`config.mk`:
```
export PLATFORM = sky130hd
export DESIGN_NAME = swet_trigger_status
export DESIGN_NICKNAME = d
export VERILOG_FILES = /design/src/verilog/swet_trigger_status.v
export VERILOG_INCLUDE_DIRS = /design/src /design/src/common
export SDC_FILE = /design/constraint.sdc
export NUM_CORES = 1
export LEC_CHECK = 0
export BUFFER_PORTS_ARGS = -buffer_cell sky130_fd_sc_hd__buf_2
export CAP_MARGIN = 20
export CORE_ASPECT_RATIO = 0.9
export CORE_UTILIZATION = 45
export DETAILED_ROUTE_END_ITERATION = 8
export GPL_TIMING_DRIVEN = 1
export PLACE_DENSITY_LB_ADDON = 0.2
export SYNTH_ARGS = -nofsm -noshare
export SYNTH_HDL_FRONTEND = slang
export SYNTH_SLANG_ARGS = --single-unit
```
`constraint.sdc`:
```
create_clock -name clk -period 3.37 [get_ports clk]
set_input_delay 0.337 -clock clk [delete_from_list [all_inputs] [get_ports clk]]
set_output_delay 0.337 -clock clk [all_outputs]
set_load 0.005 [all_outputs]
```
`src/common/swet_regs.vh`:
```
// register map, field layout, reset values and codes of the trigger block
`ifndef SWET_REGS_VH
`define SWET_REGS_VH

// ----------------------------------------------------------------------
// register offsets
// ----------------------------------------------------------------------
`define SWET_ADDR_STATUS      8'h17
`define SWET_ADDR_CLAMP_RISE  8'h66
`define SWET_ADDR_CLAMP_FALL  8'h67
`define SWET_ADDR_PIN5_RISE   8'h68
`define SWET_ADDR_PIN5_FALL   8'h69
`define SWET_ADDR_JACK_RISE   8'h6a
`define SWET_ADDR_JACK_FALL   8'h6b
`define SWET_ADDR_LVL_RISE    8'h6e
`define SWET_ADDR_LVL_FALL    8'h6f
`define SWET_ADDR_CTRL        8'h70

// ----------------------------------------------------------------------
// fields and reset values
// ----------------------------------------------------------------------
`define SWET_BUSY_BIT         9
`define SWET_IDX_RESET        9'h1ff
`define SWET_IDX_ABORT        9'h1ff
`define SWET_CUR_RESET        9'h000
`define SWET_CTRL_RESET       5'h00
`define SWET_CTRL_LVL_ENA     0
`define SWET_CTRL_CLAMP_JACK  1
`define SWET_CTRL_CLAMP_PIN5  2
`define SWET_CTRL_PIN5_INV    3
`define SWET_CTRL_PIN_SEL     4
`define SWET_WAIT_LAST        4'hf
`define SWET_NUM_COND         8

`endif

```
`src/verilog/swet_trigger_status.v`:
```
// event trigger dispatch, queue and status readback of the write sequencer
//
// The plain strobed port is this design's own decision.
`timescale 1ns/1ps
`default_nettype none
`include "swet_regs.vh"

module swet_trigger_status (
    // clock, reset, enable
    input  wire        clk,
    input  wire        arst_n,
    input  wire        clkEn,
    // register port
    input  wire [7:0]  regAddr,
    input  wire [15:0] regWrData,
    input  wire        regWr,
    input  wire        regRd,
    output reg  [15:0] regRdData,
    // trigger sources
    input  wire        jackDetectLevel,
    input  wire        generalPinFive,
    input  wire        levelDetectOut,
    // step engine handshake
    input  wire        stepAck,
    input  wire [3:0]  stepWaitCode,
    input  wire        sequenceAbortCommand,
    output reg         stepValid,
    output reg  [8:0]  stepIndex,
    // status towards interrupt controller and pin
    output reg         sequencerBusyFlag,
    output reg         sequencesDone,
    output reg         statusPinOut,
    output reg         statusPinOe
);

    // ------------------------------------------------------------------
    // states and slot order (lowest slot wins a tie)
    // ------------------------------------------------------------------
    localparam ST_IDLE = 1'b0;
    localparam ST_RUN  = 1'b1;
    localparam [3:0] SLOT_NONE = 4'h8;

    // map a register offset to its start index slot
    function [3:0] slotOf;
        input [7:0] a;
        begin
            case (a)
                `SWET_ADDR_CLAMP_RISE: slotOf = 4'h0;
                `SWET_ADDR_CLAMP_FALL: slotOf = 4'h1;
                `SWET_ADDR_PIN5_RISE:  slotOf = 4'h2;
                `SWET_ADDR_PIN5_FALL:  slotOf = 4'h3;
                `SWET_ADDR_JACK_RISE:  slotOf = 4'h4;
                `SWET_ADDR_JACK_FALL:  slotOf = 4'h5;
                `SWET_ADDR_LVL_RISE:   slotOf = 4'h6;
                `SWET_ADDR_LVL_FALL:   slotOf = 4'h7;
                default:               slotOf = SLOT_NONE;
            endcase
        end
    endfunction

    // lowest pending slot, or none
    function [3:0] firstSet;
        input [7:0] p;
        integer k;
        begin
            firstSet = SLOT_NONE;
            for (k = 7; k >= 0; k = k - 1) begin
                if (p[k]) begin
                    firstSet = k[3:0];
                end
            end
        end
    endfunction

    // ------------------------------------------------------------------
    // registers
    // ------------------------------------------------------------------
    reg  [8:0] startIdx_q [0:7];
    reg  [4:0] ctrl_q;
    reg  [2:0] jackSync_q;
    reg  [2:0] pinSync_q;
    reg        jackLvl_q;
    reg        pinLvl_q;
    reg        clampLvl_q;
    reg        levelPrev_q;
    reg        jackPrev_q;
    reg        pinPrev_q;
    reg  [7:0] pending_q;
    reg  [7:0] pending_d;
    reg        state_q;
    reg        state_d;
    reg  [8:0] curIdx_q;
    reg  [8:0] curIdx_d;
    reg        done_d;
    reg  [7:0] events;
    reg  [3:0] pick;
    reg        pinFiveIn;
    reg        clampNow;
    wire [3:0] wrSlot;
    integer    i;

    assign wrSlot = slotOf(regAddr);

    // ------------------------------------------------------------------
    // source synchronisers and level filters
    // ------------------------------------------------------------------
    // pins are asynchronous: a change counts once stages 2 and 3 agree
    always @(posedge clk or negedge arst_n) begin
        if (!arst_n) begin
            jackSync_q <= 3'h0;
            pinSync_q  <= 3'h0;
            jackLvl_q  <= 1'b0;
            pinLvl_q   <= 1'b0;
        end else if (clkEn) begin
            jackSync_q <= {jackSync_q[1:0], jackDetectLevel};
            pinSync_q  <= {pinSync_q[1:0], generalPinFive};
            if (jackSync_q[1] == jackSync_q[2]) begin
                jackLvl_q <= jackSync_q[2];
            end
            if (pinSync_q[1] == pinSync_q[2]) begin
                pinLvl_q <= pinSync_q[2];
            end
        end
    end

    // pin five level after its polarity setting, clamp from the selection
    always @* begin
        pinFiveIn = pinLvl_q ^ ctrl_q[`SWET_CTRL_PIN5_INV];
        clampNow  = (ctrl_q[`SWET_CTRL_CLAMP_JACK] & jackLvl_q)
                  | (ctrl_q[`SWET_CTRL_CLAMP_PIN5] & pinFiveIn);
    end

    // edge events; previous levels kept as flops, one edge one event
    always @* begin
        events[0] =  clampNow & ~clampLvl_q;
        events[1] = ~clampNow &  clampLvl_q;
        events[2] =  pinFiveIn & ~pinPrev_q;
        events[3] = ~pinFiveIn &  pinPrev_q;
        events[4] =  jackLvl_q & ~jackPrev_q;
        events[5] = ~jackLvl_q &  jackPrev_q;
        // a single enable gates both level-detect edges
        events[6] = ctrl_q[`SWET_CTRL_LVL_ENA]
                  &  levelDetectOut & ~levelPrev_q;
        events[7] = ctrl_q[`SWET_CTRL_LVL_ENA]
                  & ~levelDetectOut &  levelPrev_q;
    end

    // previous levels for the edge detectors; the pin edge is taken after
    // the polarity setting, so flipping that bit is an edge as well
    always @(posedge clk or negedge arst_n) begin
        if (!arst_n) begin
            jackPrev_q  <= 1'b0;
            pinPrev_q   <= 1'b0;
            clampLvl_q  <= 1'b0;
            levelPrev_q <= 1'b0;
        end else if (clkEn) begin
            jackPrev_q  <= jackLvl_q;
            pinPrev_q   <= pinFiveIn;
            clampLvl_q  <= clampNow;
            levelPrev_q <= levelDetectOut;  // same clock, no synchroniser
        end
    end

    // ------------------------------------------------------------------
    // queue and dispatch
    // ------------------------------------------------------------------
    // pending bits hold one request per condition; a new edge of a
    // condition already waiting merges with it (limitation)
    always @* begin
        pending_d = pending_q | events;
        state_d   = state_q;
        curIdx_d  = curIdx_q;
        done_d    = 1'b0;
        pick      = firstSet(pending_q);
        case (state_q)
            ST_IDLE: begin
                if (pick != SLOT_NONE) begin
                    // set wins: a new edge on the same slot re-arms it
                    pending_d[pick[2:0]] = events[pick[2:0]];
                    if (startIdx_q[pick[2:0]] == `SWET_IDX_ABORT) begin
                        // abort code: drop the sequence, run nothing
                        done_d = (pending_d == 8'h00);
                    end else begin
                        state_d  = ST_RUN;
                        curIdx_d = startIdx_q[pick[2:0]];
                    end
                end
            end
            ST_RUN: begin
                if (sequenceAbortCommand) begin
                    state_d = ST_IDLE;
                    done_d  = (pending_d == 8'h00);
                end else if (stepAck) begin
                    if (stepWaitCode == `SWET_WAIT_LAST) begin
                        state_d = ST_IDLE;
                        done_d  = (pending_d == 8'h00);
                    end else begin
                        curIdx_d = curIdx_q + 9'h001;
                    end
                end
            end
            default: begin
                state_d = ST_IDLE;
            end
        endcase
    end

    // sequencer state, current index and outputs
    // reset clears the index, queue, state and outputs; step memory outside keeps it
    always @(posedge clk or negedge arst_n) begin
        if (!arst_n) begin
            pending_q         <= 8'h00;
            state_q           <= ST_IDLE;
            curIdx_q          <= `SWET_CUR_RESET;
            stepValid         <= 1'b0;
            stepIndex         <= `SWET_CUR_RESET;
            sequencerBusyFlag <= 1'b0;
            sequencesDone     <= 1'b0;
            statusPinOut      <= 1'b0;
            statusPinOe       <= 1'b0;
        end else if (clkEn) begin
            pending_q         <= pending_d;
            state_q           <= state_d;
            curIdx_q          <= curIdx_d;
            stepValid         <= (state_d == ST_RUN);
            stepIndex         <= curIdx_d;
            sequencerBusyFlag <= (state_d == ST_RUN);
            sequencesDone     <= done_d;
            statusPinOut      <= (state_d == ST_RUN)
                               & ctrl_q[`SWET_CTRL_PIN_SEL];
            statusPinOe       <= ctrl_q[`SWET_CTRL_PIN_SEL];
        end
    end

    // ------------------------------------------------------------------
    // register writes
    // ------------------------------------------------------------------
    // indices above 0FFh other than the abort code are stored as written;
    // their effect is undefined for software
    always @(posedge clk or negedge arst_n) begin
        if (!arst_n) begin
            for (i = 0; i < `SWET_NUM_COND; i = i + 1) begin
                startIdx_q[i] <= `SWET_IDX_RESET;
            end
            ctrl_q <= `SWET_CTRL_RESET;
        end else if (clkEn && regWr) begin
            if (wrSlot != SLOT_NONE) begin
                startIdx_q[wrSlot[2:0]] <= regWrData[8:0];
            end
            if (regAddr == `SWET_ADDR_CTRL) begin
                ctrl_q <= regWrData[4:0];
            end
        end
    end

    // ------------------------------------------------------------------
    // register reads, data in the cycle after the strobe
    // ------------------------------------------------------------------
    always @(posedge clk or negedge arst_n) begin
        if (!arst_n) begin
            regRdData <= 16'h0000;
        end else if (clkEn) begin
            if (!regRd) begin
                regRdData <= 16'h0000;
            end else if (regAddr == `SWET_ADDR_STATUS) begin
                regRdData <= {6'h00, state_q, curIdx_q};
            end else if (regAddr == `SWET_ADDR_CTRL) begin
                regRdData <= {11'h000, ctrl_q};
            end else if (wrSlot != SLOT_NONE) begin
                regRdData <= {7'h00, startIdx_q[wrSlot[2:0]]};
            end else begin
                regRdData <= 16'h0000;  // unmapped reads as zero
            end
        end
    end

endmodule // swet_trigger_status

`default_nettype wire
```
==> flow_summary_export.csv <==
group,metric,value,unit
die,fp-row-count,41,
die,fp.dieH,117,µm
timing,slew_violations,0,
critical_path,crit_type,"register to register",
placement,port_buffers,54,
yosys,syn-cell-area,6560,µm²
critical_path,endpoint_kind,"register",
critical_path,r2r-start,"firstSet.p[2]$_DFFE_PN0P_",
cts,path_clk_slew,0.06,ns
drt,drt_wl_total,19100,µm
yosys,synth_warnings,0,
die,die_area,15100,µm²
placement,post_dp_cell_area,7160,µm²
pwr,switching_power,1.60,mW
timing,post-route-min-period,3.08,ns
pwr,clkPwrFrac,36.9,%
yosys,ys_ff_latch,120,
timing,rsz0062_at_grt,"no",
pwr,intPower,3.09,mW
cts,clock_latency,0.42,ns
yosys,synth_cell_types,72,
yosys,synthArstFlopShare,100,%
critical_path,cp_max_fo,16,
grt,grtUsageTotal,27.0,%
cts,htree_levels,4,
final_layout,nNetsFinal,739,
yosys,synth.area.top_cells,"dfstp_2, dfrtp_1, mux2_2",
critical_path,path_cells,"nand2b_1 -> a21o_1 -> a31oi_1 -> a221oi_2 -> nand4b_1 -> nor4_4 -> a21oi_4 -> mux2_1",
yosys,synth_top_area_share,28.9,%
cts,cts_inserted_buffers,17,
timing,finalCritPeriodShare,91.3,%
yosys,yosys.area_share.simple,12.7,%
cts,cts_sinks,120,
timing,maxSlewHeadroom,40.4,%
timing,max_freq,0.325,GHz
yosys,synth-compound-area-share,19.1,%
critical_path,r2r_cells,8,
grt,overflow,0,
cts,cts.path.max_buffers,2,
pwr,power_density,606,nW/µm²
min_path,holdPathEnd,"jackSync_q[0]$_DFFE_PN0P_",
timing,setup_tns,0,ns
timing,skew,0.00801,ns
yosys,synth_top_family_by_area,"compound AO/OA/AOI/OAI gates",
yosys,synth_area_per_cell,10.5,µm²
pwr,p_leak,3.20,nW
yosys,synth-adder-area-share,0.191,%
die,start_util,46.5,%
yosys,synth-xor-area-share,0.668,%
final_layout,final_cell_count_no_fill,906,
flow_run,maxCapViolCount,0,
yosys,synthTopCellsByCount,"mux2_2, dfstp_2, dfrtp_1",
timing,worst_pin_slew,0.887,ns
pwr,power_frac_seq,38.0,%
pwr,p_comb_share,25.1,%
yosys,yosysMostFrequentCell,"mux2_2",
min_path,whs_path_depth,2,
yosys,synth-main-ff-cell,"dfstp_2",
yosys,synthMuxAreaShare,15.9,%
die,io_pins,68,
critical_path,slowest_delay,0.49,ns
cts,cts_tree,"done",
yosys,ys_seq_area_share,47.2,%
timing,finalHoldViolations,0,
final_layout,final_area,7740,µm²
grt,grt_max_degree,63,
min_path,hp-class,"input pin to register",
placement,dp_hpwl,13700,µm
outcome,status,"completed",
die,core_area,14100,µm²
yosys,yosysTopAreaCell,"dfstp_2",
critical_path,start_kind,"register",
drt,vias,5558,
final_layout,area_growth,18.1,%
drt,antenna_left,0,
drt,drc,0,
critical_path,r2r_end,"curIdx_q[0]$_DFFE_PN0P_",
drt,first_pass_iters,6,
grt,grt_pass1_vias,5282,
pwr,p_sw_share,34.0,%
die,die_w,129,µm
final_layout,drive_gt1_share,40.4,%
drt,routed_via_density,6.13,
pwr,irDropWorstVdd,0.495,mV
grt,grt_pass1_wl,29700,µm
yosys,synth_cells,625,
drt,wl_per_cell,21.1,µm
critical_path,crit_required,3.66,ns
yosys,synth_edf_count,0,
grt,antenna_found_initial,0,
placement,place.gp.congestion,0.959,
cts,post_cts_buffers,0,
drt,drt_iter0_drc,547,
critical_path,cp_slowest_cell,"dfrtp_1",
critical_path,crit_arrival,3.37,ns
cts,cts_root_buf,"clkbuf_16",
timing,setup_viol_count_final,0,
final_layout,n_antenna_cell,0,
critical_path,reg2reg_setup_slack,0.29,ns
min_path,worstHoldStart,"jackDetectLevel",
placement,placed_cells,873,
power groups by stage:
stage	clock network, mW	logic [mW]	registers (mW)
after detailed placement	0	1.15	1.80
after global placement	0	1.14	1.79
final	1.73	1.18	1.78
after floorplan	0	0.792	1.72
after CTS	1.75	1.16	1.77
after global routing	1.82	1.29	1.80
how the worst max path moves through the flow:
| stage | from | to | slack (ns) | cells past startpoint |
|---|---|---|---|---|
| final | firstSet.p[2]$_DFFE_PN0P_ | curIdx_q[0]$_DFFE_PN0P_ | 0.29 | 8 |
| after global routing | firstSet.p[4]$_DFFE_PN0P_ | curIdx_q[3]$_DFFE_PN0P_ | 0.11 | 9 |
| after CTS | firstSet.p[3]$_DFFE_PN0P_ | curIdx_q[3]$_DFFE_PN0P_ | 0.22 | 9 |
| after detailed placement | firstSet.p[3]$_DFFE_PN0P_ | curIdx_q[3]$_DFFE_PN0P_ | 0.24 | 9 |
| after global placement | firstSet.p[3]$_DFFE_PN0P_ | curIdx_q[3]$_DFFE_PN0P_ | 0.25 | 9 |
| after floorplan | firstSet.p[3]$_DFFE_PN0P_ | curIdx_q[5]$_DFFE_PN0P_ | 0.79 | 12 |
cells by family (layout without fill, tap and decap cells):
kind of cell	Yosys count	count (layout)
AOI/OAI and AO/OA	183	183
and+or+nand+nor	164	164
muxes	94	94
other	1	6
xor gates and xnor gates	5	5
DFF	120	120
buffers and inverters	57	140
adders and majority gates	1	1
layer usage:
| layer | up-vias | track usage, % | wire [µm] |
|---|---|---|---|
| met3 | 32 | 9.85 | 1790 |
| met2 | 266 | 40.5 | 8630 |
| met5 | - | 0 | 0 |
| li1 | 2512 | - | - |
| met1 | 2748 | 36.0 | 8370 |
| met4 | 0 | 8.94 | 316 |
cell type report:
cell class / instances / area, µm²
tap: 193 / 241
inverter: 18 / 67.6
clock inverter: 14 / 125
timing repair buffer: 90 / 558
fill: 1243 / 6370
sequential: 120 / 3090
multi-input combinational: 453 / 3210
clock buffer: 18 / 439
repair_timing:
action	in CTS	in global routing
endpoints found under the setup margin	0	1
hold buffers	1	0
hold endpoints to repair	1	0
gates resized for setup	0	1
sequential cells by signal, summed over array words and instances (netlist names):
signal / cells
pinPrev_q: 1
jackPrev_q: 1
statusPinOut: 1
ctrl_q: 5
jackSync_q: 3
statusPinOe: 1
sequencesDone: 1
pinSync_q: 3
pinLvl_q: 1
clampLvl_q: 1
jackLvl_q: 1
state_q: 1
levelPrev_q: 1
firstSet.p: 8
regRdData: 10
startIdx_q: 72
curIdx_q: 9
metrics by stage:
| step | setup slack, ns | total power, mW | hold WS [ns] | utilization, % |
|---|---|---|---|---|
| floorplan | 0.792 | 2.51 | 0.0414 | - |
| global placement | 0.254 | 2.92 | 0.435 | 50.8 |
| detailed placement | 0.240 | 2.95 | 0.438 | 50.8 |
| CTS | 0.219 | 4.69 | 0.146 | 54.8 |
| global route | 0.107 | 4.92 | 0.158 | 54.9 |
| finish | 0.294 | 4.69 | 0.161 | 54.9 |
critical path: cells and delay by family, from the launching register on:
kind / cells / cell delay, ns
DFF: 1 / 0.49
muxes: 1 / 0.36
AOI/OAI and AO/OA: 4 / 1.19
and+or+nand+nor: 3 / 0.91
cells in the final DEF, fill, tap and decap left out, types with 3 or more instances in the layout:
master     instances
mux2_2            81
dfstp_2           72
buf_2             53
dfrtp_1           47
o22ai_1           45
nor2_1            42
o21ai_0           39
nand2_1           38
buf_4             35
a21oi_1           29
nand3_1           21
nor3_1            18
clkbuf_16         17
inv_1             15
o2bb2ai_1         13
mux2i_1           11
o31ai_1            8
nor2b_1            7
a211oi_1           6
conb_1             6
nand4_1            5
a222oi_1           5
nand2b_1           5
a22oi_1            4
clkinv_4           4
or2_2              3
nor4_1             3
nand3b_1           3
and3_1             3
nand4b_1           3
xnor2_1            3
o211ai_1           3
clkinv_2           3
inv_6              3
Note: power is estimated with default switching activity, not from simulation.
